**config.mk**
```make
export PLATFORM = sky130hd
export DESIGN_NAME = e1_transmit_frame_generator
export DESIGN_NICKNAME = d
export VERILOG_FILES = /design/src/hw/e1_frame_gen_pkg.sv /design/src/hw/e1_transmit_frame_generator.sv
export SDC_FILE = /design/constraint.sdc
export NUM_CORES = 1
export LEC_CHECK = 0
export ABC_CLOCK_PERIOD_IN_PS = 3700
export BUFFER_PORTS_ARGS = -buffer_cell sky130_fd_sc_hd__buf_2
export CORE_MARGIN = 5
export CORE_UTILIZATION = 26
export CTS_CLUSTER_DIAMETER = 60
export DETAILED_ROUTE_END_ITERATION = 7
export PLACE_DENSITY = 0.43
export SKIP_CTS_REPAIR_TIMING = 1
export SYNTH_ARGS = -nofsm -noshare
export SYNTH_HDL_FRONTEND = slang
export SYNTH_SLANG_ARGS = --single-unit
```
**constraint.sdc**
```tcl
create_clock -name MCLK -period 3.7 [get_ports MCLK]
set_input_delay 0 -clock MCLK [delete_from_list [all_inputs] [get_ports MCLK]]
set_output_delay 0 -clock MCLK [all_outputs]
set_load 0.1 [all_outputs]
```
**src/hw/e1_frame_gen_pkg.sv**
```systemverilog
package e1_frame_gen_pkg;

  // Register indices; byte address is four times the index
  localparam logic [9:0] IDX_AUTO_ALARM = 10'h000;
  localparam logic [9:0] IDX_CRC_PATH = 10'h002;
  localparam logic [9:0] IDX_ALARM_OPT = 10'h00e;
  localparam logic [9:0] IDX_GEN_CFG = 10'h040;
  localparam logic [9:0] IDX_ALARM_DIAG = 10'h041;
  localparam logic [9:0] IDX_SPARE_INTL = 10'h042;
  localparam logic [9:0] IDX_EXTRA_BITS = 10'h043;
  localparam logic [9:0] IDX_NAT_SELECT = 10'h046;
  localparam logic [9:0] IDX_NAT_VALUES = 10'h047;
  localparam logic [9:0] IDX_PAYLOAD_CTL = 10'h060;
  localparam logic [9:0] IDX_IDLE_CODE = 10'h061;
  localparam logic [9:0] IDX_GEN_STATUS = 10'h062;

  localparam int ADDR_W = 12;
  localparam logic [ADDR_W-1:0] ADDR_AUTO_ALARM = {IDX_AUTO_ALARM, 2'b00};
  localparam logic [ADDR_W-1:0] ADDR_CRC_PATH = {IDX_CRC_PATH, 2'b00};
  localparam logic [ADDR_W-1:0] ADDR_ALARM_OPT = {IDX_ALARM_OPT, 2'b00};
  localparam logic [ADDR_W-1:0] ADDR_GEN_CFG = {IDX_GEN_CFG, 2'b00};
  localparam logic [ADDR_W-1:0] ADDR_ALARM_DIAG = {IDX_ALARM_DIAG, 2'b00};
  localparam logic [ADDR_W-1:0] ADDR_SPARE_INTL = {IDX_SPARE_INTL, 2'b00};
  localparam logic [ADDR_W-1:0] ADDR_EXTRA_BITS = {IDX_EXTRA_BITS, 2'b00};
  localparam logic [ADDR_W-1:0] ADDR_NAT_SELECT = {IDX_NAT_SELECT, 2'b00};
  localparam logic [ADDR_W-1:0] ADDR_NAT_VALUES = {IDX_NAT_VALUES, 2'b00};
  localparam logic [ADDR_W-1:0] ADDR_PAYLOAD_CTL = {IDX_PAYLOAD_CTL, 2'b00};
  localparam logic [ADDR_W-1:0] ADDR_IDLE_CODE = {IDX_IDLE_CODE, 2'b00};
  localparam logic [ADDR_W-1:0] ADDR_GEN_STATUS = {IDX_GEN_STATUS, 2'b00};

  // Field positions
  localparam int AUTO_REMOTE_ALARM = 3;
  localparam int CRC_PASS_THROUGH = 4;
  localparam int ALTERNATE_ALARM_RULE = 0;
  localparam int OUT_OF_SYNC_ERROR_VALUE = 1;
  localparam int FIFO_REINIT = 7;
  localparam int SIGNALING_ENABLE = 6;
  localparam int DATALINK_ENABLE = 5;
  localparam int CRC_MULTIFRAME_GEN = 4;
  localparam int BASIC_FRAME_DISABLE = 3;
  localparam int BLOCK_ERROR_REPORT_DISABLE = 2;
  localparam int INTL_BIT_REPLACE_DISABLE = 1;
  localparam int EXTRA_BITS_DISABLE = 0;
  localparam int TRUNK_CONDITIONING = 7;
  localparam int ALIGN_WORD_INVERT = 6;
  localparam int NONALIGN_BIT_INVERT = 5;
  localparam int SIG_ALIGN_INVERT = 4;
  localparam int MANUAL_REMOTE_ALARM = 3;
  localparam int SIG_MULTIFRAME_ALARM_FORCE = 2;
  localparam int SLOT16_ALL_ONES = 1;
  localparam int ALL_SLOTS_ALL_ONES = 0;
  localparam int SPARE_BIT1 = 7;
  localparam int SPARE_BIT0 = 6;
  localparam int EXTRA_X0 = 0;
  localparam int EXTRA_X1 = 1;
  localparam int EXTRA_X2 = 3;
  localparam int NAT_POS_LSB = 5;
  localparam int NAT_EN_MSB = 7;
  localparam int NAT_VAL_MSB = 3;
  localparam int PAYLOAD_CTRL_ENABLE = 0;
  localparam int SIG_ALARM_FORCE_EN = 1;

  // Bit positions inside an octet; line bit 1 is the msb
  localparam int POS_INTL = 7;
  localparam int POS_FIXED_ONE = 6;
  localparam int POS_REMOTE_ALARM = 5;
  localparam int POS_NAT_FIRST = 4;
  localparam int POS_EXTRA_A = 4;
  localparam int POS_SIG_ALARM = 2;
  localparam int POS_EXTRA_B = 2;
  localparam int POS_EXTRA_C = 1;
  localparam logic [2:0] NAT_POS_LAST = 3'h4;

  // Frame structure
  localparam logic [4:0] TS_ALIGN = 5'h00;
  localparam logic [4:0] TS_SIGNALING = 5'h10;
  localparam logic [4:0] TS_LAST = 5'h1f;
  localparam logic [3:0] FRAME_SMF1_LAST = 4'h7;
  localparam logic [3:0] FRAME_SMF2_LAST = 4'hf;
  localparam logic [3:0] FRAME_MFA_LAST = 4'hb;
  localparam logic [3:0] FRAME_E1 = 4'hd;
  localparam logic [3:0] FRAME_E2 = 4'hf;
  localparam logic [6:0] ALIGN_WORD = 7'h1b;
  localparam logic [5:0] CRC_MFA_SEQ = 6'h0b;
  localparam logic [3:0] SIG_MFA_NIBBLE = 4'h0;
  localparam logic [3:0] CRC4_POLY = 4'h3;
  localparam logic [7:0] ALL_ONES = 8'hff;

  // Output buffer
  localparam int FIFO_DEPTH = 4;
  localparam logic [2:0] FIFO_FULL_COUNT = 3'h4;

  typedef struct packed {
    logic [7:0] auto_alarm_config;
    logic [7:0] crc_path_config;
    logic [7:0] remote_alarm_option;
    logic [7:0] generator_config;
    logic [7:0] alarm_diag_control;
    logic [7:0] spare_intl_bits;
    logic [7:0] extra_bits_value;
    logic [7:0] national_bit_select;
    logic [7:0] national_bit_values;
    logic [7:0] payload_control;
    logic [7:0] idle_code;
  } cfg_t;

  localparam cfg_t CFG_RESET = '0;

endpackage

```
**src/hw/e1_transmit_frame_generator.sv**
```systemverilog
// The APB register port was left to the implementer.
`timescale 1ns/1ps
`default_nettype none
// Function
// [RULE_01] Unless framing disabled, even frames get X0011011 in slot 0, odd frames bit 2 one.
// [RULE_02] CRC-4 on: odd frames 1-11 first bit carry 001011, even frames carry CRC bits.
// [RULE_03] CRC-4 computed per sub-multiframe, sent in the following sub-multiframe.
// [RULE_04] Pass-through bit keeps incoming CRC bits instead of generated ones.
// [RULE_05] With signaling on, frame 0 slot 16 upper nibble 0000, frames 1-15 from source.
// [RULE_06] Trunk conditioning with payload control puts idle code in slots 1-31, skipping 16 under CAS.
// [RULE_07] Manual remote alarm forces bit 3 of non-alignment frame to one.
// [RULE_08] Auto alarm, standard rule: any of four receive conditions sends alarm.
// [RULE_09] Auto alarm, alternate rule: only frame loss or ALL_SLOTS_ALL_ONES sends alarm; code uses RX_LOSS_OF_FRAME or RX_AIS_DETECTED.
// [RULE_10] Manual and auto both off: alarm bit sent as zero.
// [RULE_11] Block error reporting: frames 13/15 first bit zero on sub-multiframe I/II CRC error.
// [RULE_12] Without receive CRC multiframe sync, both error bits take a control bit value.
// [RULE_13] Signaling on: frame 0 slot 16 bit 6 is multiframe alarm, forceable to 0 or 1.
// [RULE_14] Intl replacement with CRC-4 off: alignment frames spare bit 1, others spare bit 0.
// [RULE_15] CRC-4 on with reporting off: frames 13 and 15 carry spare bits.
// [RULE_16] Four enabled national values replace the national bit chosen by a selector.
// [RULE_17] Signaling on, extras enabled: slot 16 frame 0 bits 4, 6, 7 from extra field; code then overwrites bit 6 with the multiframe alarm.
// [RULE_18] Diagnostic inverts alignment word to 1100100.
// [RULE_19] Diagnostic inverts the fixed bit 2 of non-alignment frames to zero.
// [RULE_20] Diagnostic inverts signaling alignment nibble to 1111.
// [RULE_21] All-ones overrides all: one control slot 16 only, another every slot.
// [RULE_22] Outgoing stream buffered in a FIFO; refresh bit reinitialises it.
// [RULE_23] Count 32 slots per frame, 16 frames per multiframe, parity and halves aligned.
// [RULE_24] Configuration changes apply at the next frame boundary.
module e1_transmit_frame_generator
  import e1_frame_gen_pkg::*;
(
  input wire logic MCLK,
  input wire logic RST_N,
  input wire logic [e1_frame_gen_pkg::ADDR_W-1:0] PADDR,
  input wire logic PSEL,
  input wire logic PENABLE,
  input wire logic PWRITE,
  input wire logic [31:0] PWDATA,
  output logic [31:0] PRDATA,
  output logic PREADY,
  output logic PSLVERR,
  input wire logic [7:0] TRANSMIT_SYSTEM_DATA,
  input wire logic SYS_VALID,
  output logic SYS_READY,
  input wire logic [7:0] SIGNALING_DATA,
  input wire logic RX_LOSS_OF_FRAME,
  input wire logic RX_AIS_DETECTED,
  input wire logic RX_CRC_INTERWORKING,
  input wire logic RX_OFFLINE_OOF,
  input wire logic RX_CRC_MF_SYNC,
  input wire logic RX_SMF1_CRC_ERROR,
  input wire logic RX_SMF2_CRC_ERROR,
  input wire logic RX_SIG_MF_ALARM,
  output logic [7:0] LINE_DATA,
  output logic LINE_VALID,
  input wire logic LINE_READY
);
  import e1_frame_gen_pkg::*;

  typedef struct packed {
    cfg_t cfg;
    cfg_t act;
    logic [4:0] ts;
    logic [3:0] frame;
    logic [3:0] crc_acc;
    logic [3:0] crc_out;
    logic [FIFO_DEPTH-1:0][7:0] mem;
    logic [1:0] wr_ptr;
    logic [1:0] rd_ptr;
    logic [2:0] count;
    logic sys_ready;
    logic [7:0] line_data;
    logic line_valid;
    logic pready;
    logic pslverr;
    logic [31:0] prdata;
  } state_t;

  state_t s;
  state_t next_s;

  // Serial CRC-4 over one octet, msb first
  function automatic logic [3:0] crc_step(input logic [3:0] c, input logic [7:0] d);
    logic [3:0] r;
    logic fb;
    r = c;
    for (int i = 7; i >= 0; i--) begin
      fb = r[3] ^ d[i];
      r = {r[2:0], 1'b0} ^ (fb ? CRC4_POLY : 4'h0);
    end
    return r;
  endfunction

  // Next-state logic: register bus, frame build, CRC, buffer
  always_comb begin
    logic [7:0] b;
    logic [7:0] crc_in;
    logic [7:0] rd;
    logic accept;
    logic pop;
    logic cas;
    logic crc_on;
    logic intl_on;
    logic even;
    logic rai;
    logic sig_alarm;
    logic [2:0] nat_pos;
    logic [1:0] sub;
    b = 8'h00;
    crc_in = 8'h00;
    rd = 8'h00;
    accept = 1'b0;
    pop = 1'b0;
    cas = 1'b0;
    crc_on = 1'b0;
    intl_on = 1'b0;
    even = 1'b0;
    rai = 1'b0;
    sig_alarm = 1'b0;
    nat_pos = 3'h0;
    sub = 2'h0;
    next_s = s;

    // APB: one wait state, answer registered
    next_s.pready = 1'b0;
    next_s.pslverr = 1'b0;
    if (PSEL && PENABLE && !s.pready) begin
      next_s.pready = 1'b1;
      next_s.prdata = 32'h0000_0000;
      case (PADDR)
        ADDR_AUTO_ALARM: rd = s.cfg.auto_alarm_config;
        ADDR_CRC_PATH: rd = s.cfg.crc_path_config;
        ADDR_ALARM_OPT: rd = s.cfg.remote_alarm_option;
        ADDR_GEN_CFG: rd = s.cfg.generator_config;
        ADDR_ALARM_DIAG: rd = s.cfg.alarm_diag_control;
        ADDR_SPARE_INTL: rd = s.cfg.spare_intl_bits;
        ADDR_EXTRA_BITS: rd = s.cfg.extra_bits_value;
        ADDR_NAT_SELECT: rd = s.cfg.national_bit_select;
        ADDR_NAT_VALUES: rd = s.cfg.national_bit_values;
        ADDR_PAYLOAD_CTL: rd = s.cfg.payload_control;
        ADDR_IDLE_CODE: rd = s.cfg.idle_code;
        ADDR_GEN_STATUS: next_s.prdata = {20'h0_0000, s.count, s.frame, s.ts};
        default: next_s.pslverr = 1'b1;
      endcase
      if (PADDR != ADDR_GEN_STATUS) begin
        next_s.prdata[7:0] = rd;
      end
    end

    // Refresh bit clears itself after one cycle
    if (s.cfg.generator_config[FIFO_REINIT]) begin
      next_s.cfg.generator_config[FIFO_REINIT] = 1'b0;
    end

    // Register writes take effect at the completing edge
    if (PSEL && PENABLE && s.pready && PWRITE) begin
      case (PADDR)
        ADDR_AUTO_ALARM: next_s.cfg.auto_alarm_config = PWDATA[7:0];
        ADDR_CRC_PATH: next_s.cfg.crc_path_config = PWDATA[7:0];
        ADDR_ALARM_OPT: next_s.cfg.remote_alarm_option = PWDATA[7:0];
        ADDR_GEN_CFG: next_s.cfg.generator_config = PWDATA[7:0];
        ADDR_ALARM_DIAG: next_s.cfg.alarm_diag_control = PWDATA[7:0];
        ADDR_SPARE_INTL: next_s.cfg.spare_intl_bits = PWDATA[7:0];
        ADDR_EXTRA_BITS: next_s.cfg.extra_bits_value = PWDATA[7:0];
        ADDR_NAT_SELECT: next_s.cfg.national_bit_select = PWDATA[7:0];
        ADDR_NAT_VALUES: next_s.cfg.national_bit_values = PWDATA[7:0];
        ADDR_PAYLOAD_CTL: next_s.cfg.payload_control = PWDATA[7:0];
        ADDR_IDLE_CODE: next_s.cfg.idle_code = PWDATA[7:0];
        default: ;
      endcase
    end

    // Mode decode from the frame-aligned copy
    cas = s.act.generator_config[SIGNALING_ENABLE] && s.act.generator_config[DATALINK_ENABLE];
    crc_on = s.act.generator_config[CRC_MULTIFRAME_GEN];
    intl_on = !s.act.generator_config[INTL_BIT_REPLACE_DISABLE];
    even = !s.frame[0];
    sub = s.frame[2:1];
    nat_pos = s.act.national_bit_select[NAT_POS_LSB +: 3];

    // Remote alarm source
    if (s.act.alarm_diag_control[MANUAL_REMOTE_ALARM]) begin
      rai = 1'b1; // RULE_07
    end else if (s.act.auto_alarm_config[AUTO_REMOTE_ALARM]) begin
      if (s.act.remote_alarm_option[ALTERNATE_ALARM_RULE]) begin
        rai = RX_LOSS_OF_FRAME || RX_AIS_DETECTED; // RULE_09
      end else begin
        rai = RX_LOSS_OF_FRAME || RX_AIS_DETECTED || RX_CRC_INTERWORKING || RX_OFFLINE_OOF; // RULE_08
      end
    end else begin
      rai = 1'b0; // RULE_10
    end

    // Signaling multiframe alarm, optionally forced
    if (s.act.payload_control[SIG_ALARM_FORCE_EN]) begin
      sig_alarm = s.act.alarm_diag_control[SIG_MULTIFRAME_ALARM_FORCE]; // RULE_13
    end else begin
      sig_alarm = RX_SIG_MF_ALARM; // RULE_13
    end

    // Build the outgoing octet
    b = TRANSMIT_SYSTEM_DATA;
    if (s.act.payload_control[PAYLOAD_CTRL_ENABLE] && s.act.alarm_diag_control[TRUNK_CONDITIONING]
        && s.ts != TS_ALIGN && !(cas && s.ts == TS_SIGNALING)) begin
      b = s.act.idle_code; // RULE_06
    end
    if (cas && s.ts == TS_SIGNALING) begin
      if (s.frame == 4'h0) begin
        b[7:4] = s.act.alarm_diag_control[SIG_ALIGN_INVERT] ? ~SIG_MFA_NIBBLE : SIG_MFA_NIBBLE; // RULE_05 RULE_20
        if (!s.act.generator_config[EXTRA_BITS_DISABLE]) begin
          b[POS_EXTRA_A] = s.act.extra_bits_value[EXTRA_X2]; // RULE_17
          b[POS_EXTRA_B] = s.act.extra_bits_value[EXTRA_X1]; // RULE_17
          b[POS_EXTRA_C] = s.act.extra_bits_value[EXTRA_X0]; // RULE_17
        end
        b[POS_SIG_ALARM] = sig_alarm; // RULE_13
      end else begin
        b = SIGNALING_DATA; // RULE_05
      end
    end
    if (s.ts == TS_ALIGN && !s.act.generator_config[BASIC_FRAME_DISABLE]) begin
      if (even) begin
        b[6:0] = s.act.alarm_diag_control[ALIGN_WORD_INVERT] ? ~ALIGN_WORD : ALIGN_WORD; // RULE_01 RULE_18
      end else begin
        b[POS_FIXED_ONE] = !s.act.alarm_diag_control[NONALIGN_BIT_INVERT]; // RULE_01 RULE_19
        b[POS_REMOTE_ALARM] = rai; // RULE_07
        if (nat_pos <= NAT_POS_LAST && s.act.national_bit_values[NAT_EN_MSB - int'(sub)]) begin
          b[POS_NAT_FIRST - int'(nat_pos)] = s.act.national_bit_values[NAT_VAL_MSB - int'(sub)]; // RULE_16
        end
      end
      if (intl_on) begin
        if (!crc_on) begin
          b[POS_INTL] = even ? s.act.spare_intl_bits[SPARE_BIT1] : s.act.spare_intl_bits[SPARE_BIT0]; // RULE_14
        end else if (even) begin
          if (!s.act.crc_path_config[CRC_PASS_THROUGH]) begin
            b[POS_INTL] = s.crc_out[3 - int'(sub)]; // RULE_02 RULE_04
          end
        end else if (s.frame <= FRAME_MFA_LAST) begin
          b[POS_INTL] = CRC_MFA_SEQ[5 - int'(s.frame[3:1])]; // RULE_02
        end else if (s.act.generator_config[BLOCK_ERROR_REPORT_DISABLE]) begin
          b[POS_INTL] = (s.frame == FRAME_E1) ? s.act.spare_intl_bits[SPARE_BIT1]
                                              : s.act.spare_intl_bits[SPARE_BIT0]; // RULE_15
        end else if (!RX_CRC_MF_SYNC) begin
          b[POS_INTL] = s.act.remote_alarm_option[OUT_OF_SYNC_ERROR_VALUE]; // RULE_12
        end else begin
          b[POS_INTL] = (s.frame == FRAME_E1) ? !RX_SMF1_CRC_ERROR : !RX_SMF2_CRC_ERROR; // RULE_11
        end
      end
    end

    // CRC covers the octet with its check-bit position zeroed
    crc_in = b;
    if (s.ts == TS_ALIGN && even) begin
      crc_in[POS_INTL] = 1'b0;
    end

    // All-ones insertion has the last word
    if (s.act.alarm_diag_control[ALL_SLOTS_ALL_ONES]
        || (s.act.alarm_diag_control[SLOT16_ALL_ONES] && s.ts == TS_SIGNALING)) begin
      b = ALL_ONES; // RULE_21
    end

    // Line side: output stage refills from the buffer
    pop = (s.count != 3'h0) && (!s.line_valid || LINE_READY);
    if (pop) begin
      next_s.line_data = s.mem[s.rd_ptr];
      next_s.line_valid = 1'b1;
      next_s.rd_ptr = s.rd_ptr + 2'h1;
    end else if (LINE_READY) begin
      next_s.line_valid = 1'b0;
    end

    // System side: take one octet per slot
    accept = SYS_VALID && s.sys_ready && !s.cfg.generator_config[FIFO_REINIT];
    if (accept) begin
      next_s.mem[s.wr_ptr] = b; // RULE_22
      next_s.wr_ptr = s.wr_ptr + 2'h1;
      next_s.crc_acc = crc_step(s.crc_acc, crc_in); // RULE_03
      next_s.ts = s.ts + 5'h01; // RULE_23
      if (s.ts == TS_LAST) begin
        next_s.frame = s.frame + 4'h1; // RULE_23
        next_s.act = next_s.cfg; // RULE_24
        if (s.frame == FRAME_SMF1_LAST || s.frame == FRAME_SMF2_LAST) begin
          next_s.crc_out = crc_step(s.crc_acc, crc_in); // RULE_03
          next_s.crc_acc = 4'h0; // RULE_03
        end
      end
    end
    next_s.count = s.count + {2'b00, accept} - {2'b00, pop};

    // Refresh empties the buffer and drops what it held
    if (s.cfg.generator_config[FIFO_REINIT]) begin
      next_s.wr_ptr = 2'h0; // RULE_22
      next_s.rd_ptr = 2'h0; // RULE_22
      next_s.count = 3'h0; // RULE_22
      next_s.line_valid = 1'b0;
    end
    next_s.sys_ready = next_s.count < FIFO_FULL_COUNT;
  end

  // State register with synchronous reset
  always_ff @(posedge MCLK) begin
    if (!RST_N) begin
      s <= '0;
      s.cfg <= CFG_RESET;
      s.act <= CFG_RESET;
    end else begin
      s <= next_s;
    end
  end

  // Outputs straight from the state register
  assign PRDATA = s.prdata;
  assign PREADY = s.pready;
  assign PSLVERR = s.pslverr;
  assign SYS_READY = s.sys_ready;
  assign LINE_DATA = s.line_data;
  assign LINE_VALID = s.line_valid;

endmodule
`default_nettype wire

```
=== Word-level counts from Yosys, hierarchy flattened ===
Memory sizes are Yosys's and may differ from the RTL's.
Index checks and enable logic that the tools add are counted.

* Register bits after elaboration: 276
* ROM bits: 8
* Input port bits: 75
* Output and inout port bits: 44
* Word-level logic and storage cells: 219
* Memories kept: 1

{| class="wikitable"
|+ Memories
! name !! depth !! width !! read ports !! clocked after memory_dff !! wr ports !! RTL line !! source
|-
| (no name shown) || 8 || 1 || 1 || 0 || 0 || e1_transmit_frame_generator.sv:238 || <nowiki>b[POS_INTL] = CRC_MFA_SEQ[5 - int'(s.frame[3:1])];</nowiki>
|}

* Add/sub/neg operators: 10
* Magnitude comparators: 12
* Eq/ne operators: 17
* Muxes and demuxes: 79
* Bitwise gates (word level): 17
* Reductions and logical operators: 44

{| class="wikitable"
|+ Operators by type and width
! operator !! count
|-
| $mux W8 || 20
|-
| $eq A12 B9 Y1 const B || 9
|-
| $mux W88 || 1
|-
| $pmux W8 S11 || 1
|-
| $mux W34 || 1
|-
| $bwmux W32 || 1
|-
| $mux W1 || 32
|-
| $xor A4 B2 Y4 || 8
|-
| $mux W12 || 2
|-
| $logic_and A1 B1 Y1 || 18
|-
| $mux W2 || 9
|-
| $bmux W8 S2 || 1
|-
| $demux W8 S2 || 1
|-
| $lt A4 B5 Y1 const B || 3
|-
| $mux W7 || 2
|-
| $eq A12 B4 Y1 const B || 1
|-
| $eq A12 B6 Y1 const B || 1
|-
| $logic_not A12 Y1 || 1
|-
| $ne A12 B9 Y1 const B || 1
|-
| $reduce_or A12 Y1 || 1
|-
| $eq A5 B5 Y1 const B || 2
|-
| $logic_not A1 Y1 || 9
|-
| $bwmux W8 || 1
|-
| $eq A4 B4 Y1 const B || 2
|-
| other kinds (33) || 51
|}

=== Longest topological paths before layout ===
Gate-level depths: netlist of the first run.

* Word-level depth: 43
* Mapped depth: 13
* Depth with buffers taken out: 13

=== Least setup slack after synthesis of the first run ===
No wires, ideal clock.

* Kind: register to register
* Start: register s (netlist bit SYS_READY)
* End: register s (netlist bit SYS_READY)
* Library setup time: 115 ps
* Data arrival time: 3220 ps
* Slack: 366 ps
* Stages on the path, launching flop included: 13
* Path buffers: 1
* Cell sequence: dfxtp_1 -> nand2_1 -> nor2_1 -> clkbuf_1 -> clkinv_1 -> ha_1 -> inv_1 -> ha_1 -> inv_1 -> fa_1 -> xor2_1 -> xnor2_1 -> o21a_1

* Longest elaborated chain between the ends: 6

{| class="wikitable"
|+ Ends and longest elaborated chain
! element !! RTL line !! source
|-
| start, declared || e1_transmit_frame_generator.sv:79 || <nowiki>state_t s;</nowiki>
|-
| start signal, assigned || e1_transmit_frame_generator.sv:307 || <nowiki>s <= next_s;</nowiki>
|-
| $logic_and A1 B1 Y1 (2 in series) || e1_transmit_frame_generator.sv:273 || <nowiki>accept = SYS_VALID && s.sys_ready && !s.cfg.generator_config[FIFO_REINIT];</nowiki>
|-
| $add A3 B1 Y3 || e1_transmit_frame_generator.sv:288 || <nowiki>next_s.count = s.count + {2'b00, accept} - {2'b00, pop};</nowiki>
|-
| $sub A3 B1 Y3 || e1_transmit_frame_generator.sv:288 ||
|-
| $mux W3 || e1_transmit_frame_generator.sv:291 || <nowiki>if (s.cfg.generator_config[FIFO_REINIT]) begin</nowiki>
|-
| $lt A3 B3 Y1 || e1_transmit_frame_generator.sv:297 || <nowiki>next_s.sys_ready = next_s.count < FIFO_FULL_COUNT;</nowiki>
|}

Every way passes these cells.
A chain may end at the register's enable or synchronous reset.

=== Worst setup path in the final report of the first run ===
* Start: register s[129] (netlist name)
* End: register s[85] (netlist name)

* Longest elaborated chain between the ends: 28

{| class="wikitable"
|+ Ends and longest elaborated chain
! element !! RTL line !! source
|-
| $sub A3 B3 Y4 || e1_transmit_frame_generator.sv:227 || <nowiki>b[POS_NAT_FIRST - int'(nat_pos)] = s.act.national_bit_values[NAT_VAL_MSB - int'(sub)];</nowiki>
|-
| $lt A4 B5 Y1 (implied by the code) / $ge A4 B1 Y1 (equally long branches) || e1_transmit_frame_generator.sv:227 ||
|-
| $logic_and A1 B1 Y1 (implied by the code) || e1_transmit_frame_generator.sv:227 ||
|-
| $mux W1 (implied by the code) || e1_transmit_frame_generator.sv:227 ||
|-
| $demux W1 S3 || e1_transmit_frame_generator.sv:227 ||
|-
| $bwmux W8 || e1_transmit_frame_generator.sv:227 ||
|-
| $mux W8 * || e1_transmit_frame_generator.sv:226 || <nowiki>if (nat_pos <= NAT_POS_LAST && s.act.national_bit_values[NAT_EN_MSB - int'(sub)]) begin</nowiki>
|-
| $mux W1 || e1_transmit_frame_generator.sv:221 || <nowiki>if (even) begin</nowiki>
|-
| [... 7 more ...] || -- ||
|-
| $mux W2 || e1_transmit_frame_generator.sv:89 || <nowiki>r = {r[2:0], 1'b0} ^ (fb ? CRC4_POLY : 4'h0);</nowiki>
|-
| $xor A4 B2 Y4 (3 in series) || e1_transmit_frame_generator.sv:89 ||
|-
| $xor A1 B1 Y1 || e1_transmit_frame_generator.sv:88 || <nowiki>fb = r[3] ^ d[i];</nowiki>
|-
| $mux W2 || e1_transmit_frame_generator.sv:89 ||
|-
| $xor A4 B2 Y4 (3 in series) || e1_transmit_frame_generator.sv:89 ||
|-
| $xor A1 B1 Y1 || e1_transmit_frame_generator.sv:88 ||
|-
| $mux W2 || e1_transmit_frame_generator.sv:89 ||
|-
| $xor A4 B2 Y4 * (2 in series) || e1_transmit_frame_generator.sv:89 ||
|}

Every way passes the cells marked *; elsewhere a longest branch is shown, timed or not.

==> flow_metrics.py, run 1 <==
metrics = {
    "run_status": {
        "status": "finished, final reports clean",
    },
    "floorplan": {
        "core_area_sq_um": 38740,
        "pin_count": 119,
        "dieWidth_microns": 207.9,
        "dieArea_sq_um": 43210,
        "row_count": 72,
        "die_y_microns": 207.9,
        "initial_core_util_pct": 26.28,
    },
    "power": {
        "swShare_pct": 31.15,
        "p_sw_mw": 1.914,
        "internal_power_mw": 4.230,
        "peakVddDrop_uv": 304.2,
        "comb_power_share_pct": 19.9,
        "p_per_area_nw_per_um2": 517.4,
        "cellLeakagePower_nw": 4.486,
        "clkPwrFrac_pct": 39.7,
        "pwr-share-seq_pct": 40.3,
    },
    "cts": {
        "cts_buffers": 26,
        "cts_max_path_buffers": 3,
        "cts_tree": "built",
        "ctsHtreeMaxLevel": 1,
        "clk_pin_slew_ns": 0.06,
        "clockRootBuffer": "clkbuf_16",
        "clkSinkCount": 212,
        "clk_latency_ns": 0.54,
    },
    "synthesis": {
        "postSynth.asyncResetShare_pct": 0,
        "synth-edff-count": 0,
        "syn_area_per_cell_sq_um": 9.130,
        "synth_ff_type": "dfxtp_1",
        "synth_seq_cells": 212,
        "synthDistinctLibCells": 83,
        "synth_area_leader_cell": "dfxtp_1",
        "yosys-top-cells-area": "dfxtp_1 42%, mux2i_1 8.9%, nor2_1 5.5%",
        "synth_cells": 1115,
        "synth_top_area_share_pct": 41.69,
        "syn-cell-area_sq_um": 10180,
        "yosysSeqAreaShare_pct": 41.69,
        "yosysWarnings": 0,
    },
    "placement": {
        "hpwlAfterDp_microns": 23270,
        "dp.cells": 1646,
        "place_congestion": 0.8212,
        "port_buffers": 74,
    },
    "critical_path": {
        "cp.arrival_ns": 3.87,
        "path_cells": "inv_1 > ha_1 > inv_1 > ha_1 > nor3b_1 > nand4_1 > a311oi_1 > a21oi_1 > xnor2_1 > xnor3_1 > xor2_1 > mux2i_1 > o21ai_1",
        "cp-end-kind": "flop",
        "start_kind": "flop",
        "crit_required_ns": 4.11,
        "path_buf_inv": 2,
        "crit_slowest_cell": "nor3b_1",
        "cp_max_fo": 4,
        "critPathKind": "flop to flop",
        "max_stage_delay_ns": 0.47,
        "critPathTopFamily": "XOR/XNOR gates",
    },
    "timing": {
        "rsz0062_at_grt": "false",
        "relSlewSlack_pct": 37.09,
        "slew_violations": 0,
        "period_share_pct": 93.71,
        "setup_viol": 0,
        "skew_ns": 0.02877,
        "period_needed_ns": 3.467,
        "fin_tns_setup_ns": 0,
        "clock.fmax_ghz": 0.2884,
        "hold_viol_final": 0,
        "worst_slew_pin_slew_ns": 0.9401,
    },
    "grt": {
        "grt_use_total_pct": 14.57,
        "grt_pass1_wl_microns": 49960,
        "antenna_found_initial": 0,
        "grt-ovfl-total": 0,
        "grt_max_degree": 81,
        "grt_pass1_vias": 8129,
    },
    "routing": {
        "wl_per_cell_microns": 19.23,
        "via_per_inst": 4.874,
        "drc": 0,
        "first_pass_iters": 6,
        "drtIter0Drc": 668,
        "ant_nets": 0,
        "vias": 8290,
        "wirelength_microns": 32710,
    },
    "cells_and_area": {
        "drive_above_1_share_pct": 15.47,
        "syn_to_final_growth_pct": 16.67,
        "instances_no_fill": 1701,
        "antennaDiodeCount": 0,
        "fin_nets": 1260,
    },
    "flow_run": {
        "cap_violations": 0,
    },
    "min_path": {
        "min_path_type": "primary input to flop",
    },
}
==> layer usage <==
metal / track usage, % / part of all wire (%)
met1: 20.30 / 47
met2: 23.90 / 46
met3: 2.101 / 4.1
met4: 3.511 / 2.4
met5: 0 / 0
==> tightest hold or removal path, stage by stage <==
cell and delay, ns:
buf_2 0.10, nand2_1 0.05, nor2_1 0.03, buf_4 0.18, nand3_1 0.09, a21oi_1 0.05
==> flip-flops by register name, indices dropped and copies added, names as in the netlist <==
register and cells:
s 188, PRDATA 12, LINE_DATA 8, LINE_VALID 1, PREADY 1, PSLVERR 1, SYS_READY 1
==> cells by family after synthesis <==
logic type / share of synthesized area, %
XOR/XNOR: 2.274
multiplexers: 11.64
AND/OR/NAND/NOR: 18.09
other: 0.03684
AO/OA/AOI/OAI: 17.50
adder cells (fa/ha/maj): 2.286
buffers and inverters: 6.477
flip-flops: 41.69
==> power groups by stage <==
| stage | sequential [mW] | clock [mW] | combinational, mW |
|---|---|---|---|
| floorplan | 2.54 | 0 | 0.968 |
| global placement | 2.53 | 0 | 1.22 |
| detailed placement | 2.53 | 0 | 1.23 |
| CTS | 2.48 | 2.52 | 1.23 |
| global route | 2.50 | 2.61 | 1.33 |
| finish | 2.48 | 2.44 | 1.23 |
==> synthesized netlist by cell type, types with 16 or more instances <==
library cell  instances
a211oi_1             52
a21oi_1              47
a22oi_1              16
buf_4                40
clkbuf_1             61
dfxtp_1             212
ha_1                 17
inv_1                17
mux2i_1              91
nand2_1              84
nand3_1              26
nor2_1              148
nor2b_1              41
o211a_1              16
o21ai_0              25
==> cell type report <==
cell class / count / area [sq um]
Tap cell: 518 / 648.1
Clock inverter: 9 / 72.57
Fill cell: 4150 / 26860
Timing Repair Buffer: 117 / 745.7
Sequential cell: 212 / 4244
Clock buffer: 35 / 744.5
Multi-Input combinational cell: 791 / 5349
Inverter: 19 / 72.57
==> per-stage QoR <==
stage / area, sq um / total power [mW] / utilization [%] / hold WS [ns] / setup slack (ns)
after global placement: 10950 / 3.752 / 28.27 / 0.2749 / 0.3229
final: 11880 / 6.145 / 30.66 / 0.03012 / 0.2328
after global routing: 11880 / 6.438 / 30.66 / 0.01756 / 0.002562
after detailed placement: 10950 / 3.757 / 28.27 / 0.2773 / 0.2741
after CTS: 11770 / 6.227 / 30.37 / -0.2864 / 0.2445
after floorplan: 10250 / 3.506 / - / 0.1601 / 0.3655
==> worst paths after layout <==
check | startpoint | to | slack (ns) | cells after the start
worst max register to register | s[129] | s[85] | 0.23 | 13
worst min register to register | s[255] | s[255] | 0.46 | 2
worst min-delay path | PWRITE | s[255] | 0.03 | 6
worst max-delay path | s[129] | s[85] | 0.23 | 13
==> cells in the final DEF (no fill, tap or decap), types with 5 or more instances in the layout <==
cell type,netlist,final
a211oi_1,52,52
a21boi_0,13,13
a21oi_1,47,47
a221oi_1,11,11
a222oi_1,8,8
a22o_1,7,7
a22oi_1,16,16
a311oi_1,10,10
a31oi_1,8,8
and2_1,10,9
and3_1,11,11
buf_2,2,74
buf_4,40,30
clkbuf_16,0,26
clkbuf_8,0,6
clkinv_2,0,5
conb_1,1,20
dfxtp_1,212,212
dlygate4sd3_1,0,11
ha_1,17,17
inv_1,17,17
mux2i_1,91,91
mux4_2,11,11
nand2_1,84,84
nand3_1,26,26
nand4_1,6,6
nor2_1,148,148
nor2b_1,41,41
nor3_1,12,12
nor4_1,5,5
o211a_1,16,16
o21ai_0,25,25
xnor2_1,15,15
xor2_1,6,6
(Power assumes the default switching activity.)
==> run 2, diff against run 1 <==
--- a/config.mk
+++ b/config.mk
@@ -5,8 +5,9 @@
 export SDC_FILE = /design/constraint.sdc
 export NUM_CORES = 1
 export LEC_CHECK = 0
+export ABC_AREA = 1
 export ABC_CLOCK_PERIOD_IN_PS = 3700
-export BUFFER_PORTS_ARGS = -buffer_cell sky130_fd_sc_hd__buf_2
+export BUFFER_PORTS_ARGS = -buffer_cell sky130_fd_sc_hd__buf_4
 export CORE_MARGIN = 5
 export CORE_UTILIZATION = 26
 export CTS_CLUSTER_DIAMETER = 60
==> run 2 against run 1 <==
Effect of this change: critical path depth rose by 13; cell count rose by 23%; maximum frequency rose by 22%; flip-flop and latch count did not move; global-route usage rose by 0.47 points; power rose by 15%; clock skew rose by 0.037 ns; synthesized area rose by 3.1%; first-iteration DRC count fell by 8.2%.
==> flow_metrics.py, run 2 <==
metrics = {
    "critical_path": {
        "crit_slowest_cell": "dfxtp_1",
        "r2r-start": "s[129]",
        "critPathKind": "flop to flop",
        "crit_path_end": "s[84]",
        "crit_path_frequent_cell": "nand2_1",
        "start_kind": "flop",
        "cp.arrival_ns": 3.26,
        "rr_worst_depth": 26,
        "crit_required_ns": 4.13,
        "r2r_slack_ns": 0.86,
        "max_stage_delay_ns": 0.39,
        "critPathLaunch": "s[129]",
        "cp-end-kind": "flop",
        "r2r_end": "s[84]",
        "cp_max_fo": 5,
    },
    "synthesis": {
        "yosysSeqAreaShare_pct": 40.42,
        "synth_cells": 1493,
        "synth-edff-count": 0,
        "synth_compound_area_share_pct": 22.89,
        "synth_area_leader_cell": "dfxtp_1",
        "yosys-top-cells-area": "dfxtp_1 40%, nand2_1 9.1%, inv_1 8.7%",
        "synthSimpleGateAreaFrac_pct": 19.86,
        "synth_top_area_share_pct": 40.42,
        "syn-cell-area_sq_um": 10500,
        "synthDistinctLibCells": 44,
        "postSynth.asyncResetShare_pct": 0,
        "synth_top_family_by_area": "compound AO/OA/AOI/OAI gates",
        "synthMostInstantiatedCell": "nand2_1",
        "syn_area_per_cell_sq_um": 7.033,
        "synth_commonest_cells": "254 x nand2_1, 244 x inv_1, 212 x dfxtp_1, 161 x o21ai_0, 129 x a21oi_1",
        "synth-adder-area-share_pct": 2.216,
        "synthXorXnorAreaFrac_pct": 0.1668,
        "synth_seq_cells": 212,
        "yosysWarnings": 0,
        "synth_ff_type": "dfxtp_1",
        "synthMuxAreaShare_pct": 0.2860,
    },
    "timing": {
        "relSlewSlack_pct": 22.30,
        "skew_ns": 0.06542,
        "rsz0062_at_grt": "false",
        "hold_viol_final": 0,
        "fin_tns_setup_ns": 0,
        "worst_slew_pin_slew_ns": 1.164,
        "hold_ws_ns": 0.01271,
        "slew_violations": 0,
        "setup_viol": 0,
        "fin_ws_ns": 0.8615,
        "period_share_pct": 76.72,
        "period_needed_ns": 2.839,
        "clock.fmax_ghz": 0.3523,
    },
    "cts": {
        "cts_tree": "built",
        "clk_latency_ns": 0.58,
        "cts_buffers": 28,
        "clk_pin_slew_ns": 0.06,
        "clockRootBuffer": "clkbuf_16",
        "cts_max_path_buffers": 3,
        "clkSinkCount": 212,
        "ctsHtreeMaxLevel": 1,
    },
    "run_status": {
        "status": "finished, final reports clean",
    },
    "flow_run": {
        "cap_violations": 0,
    },
    "floorplan": {
        "pin_count": 119,
        "dieArea_sq_um": 44500,
        "core_area_sq_um": 39820,
        "row_count": 73,
        "dieWidth_microns": 211.0,
        "initial_core_util_pct": 26.37,
        "die_y_microns": 211.0,
    },
    "cells_and_area": {
        "antennaDiodeCount": 0,
        "syn_to_final_growth_pct": 19.33,
        "drive_above_1_share_pct": 11.27,
        "most-common-layout-cells": "254 x nand2_1, 243 x inv_1, 212 x dfxtp_1, 161 x o21ai_0, 129 x a21oi_1",
        "regMostFlops": "s",
        "instances_no_fill": 2096,
        "largest_reg_flops": 188,
        "final_common_cell": "nand2_1",
        "design_area_sq_um": 12530,
        "fin_nets": 1643,
        "fin_util_pct": 31.46,
    },
    "placement": {
        "place_congestion": 0.7928,
        "dp_slack_ns": 0.8757,
        "placed_area_sq_um": 11420,
        "hpwlAfterDp_microns": 24900,
        "dp.cells": 2034,
        "port_buffers": 74,
    },
    "power": {
        "p_per_area_nw_per_um2": 566.2,
        "p_total_mw": 7.095,
        "peakVddDrop_uv": 362.3,
        "cellLeakagePower_nw": 5.615,
    },
    "grt": {
        "antenna_found_initial": 1,
        "grt_busiest_layer": "met2",
        "use_met3_pct": 2.154,
        "met1_usage_pct": 22.63,
        "grt_util_met2_pct": 23.06,
        "grt_max_degree": 103,
        "grt_use_total_pct": 15.04,
        "grt_pass1_vias": 9042,
        "grt_pass1_wl_microns": 53460,
        "grt-ovfl-total": 0,
    },
    "routing": {
        "vias": 9653,
        "drc": 0,
        "via_per_inst": 4.605,
        "drtIter0Drc": 613,
        "wirelength_microns": 34180,
        "ant_nets": 0,
        "first_pass_iters": 5,
        "wl_per_cell_microns": 16.30,
    },
    "min_path": {
        "min_path_type": "primary input to flop",
    },
}
run 2: how the worst min path moves through the flow:
stage                  to  cells after the start  startpoint
6_report        PRDATA[9]                      5     PENABLE
3_5_place_dp   LINE_VALID                      4  LINE_READY
2_1_floorplan      s[234]                      2   PWDATA[6]
5_1_grt            s[270]                      7   PADDR[10]
4_1_cts        LINE_VALID                      4  LINE_READY
3_3_place_gp   LINE_VALID                      4  LINE_READY
run 2: cell families after synthesis:
family | count (synthesis)
compound gates | 416
simple gates | 489
other cells | 1
fa+ha+maj | 18
buf+inv | 352
xor+xnor | 2
mux | 3
flops | 212
run 2: worst max-delay path: cells and delay by family, from the launching register on:
| kind | cells | cell delay, ns |
|---|---|---|
| buffers and inverters | 4 | 0.28 |
| AND/OR/NAND/NOR | 20 | 1.57 |
| flip-flops | 1 | 0.39 |
| adder cells (fa/ha/maj) | 2 | 0.45 |
run 2: metal layers:
layer,routed length [microns],vias up
met3,1720,27
li1,-,4972
met5,0,-
met2,14720,225
met4,437,0
met1,17300,4429
run 2: power breakdown:
group	internal [mW]	total, mW	leakage [nW]	switching [mW]
clock network	1.78	2.88	0.485	1.10
logic	0.455	1.67	3.42	1.21
registers	2.40	2.55	1.71	0.150
total	4.64	7.09	5.61	2.46
run 2: area by class of cell:
type / instances / area (sq um)
Clock inverter: 13 / 206.4
Fill cell: 4398 / 27290
Tap cell: 525 / 656.9
Timing Repair Buffer: 105 / 828.3
Multi-Input combinational cell: 948 / 4845
Inverter: 255 / 960.9
Clock buffer: 38 / 788.3
Sequential cell: 212 / 4244
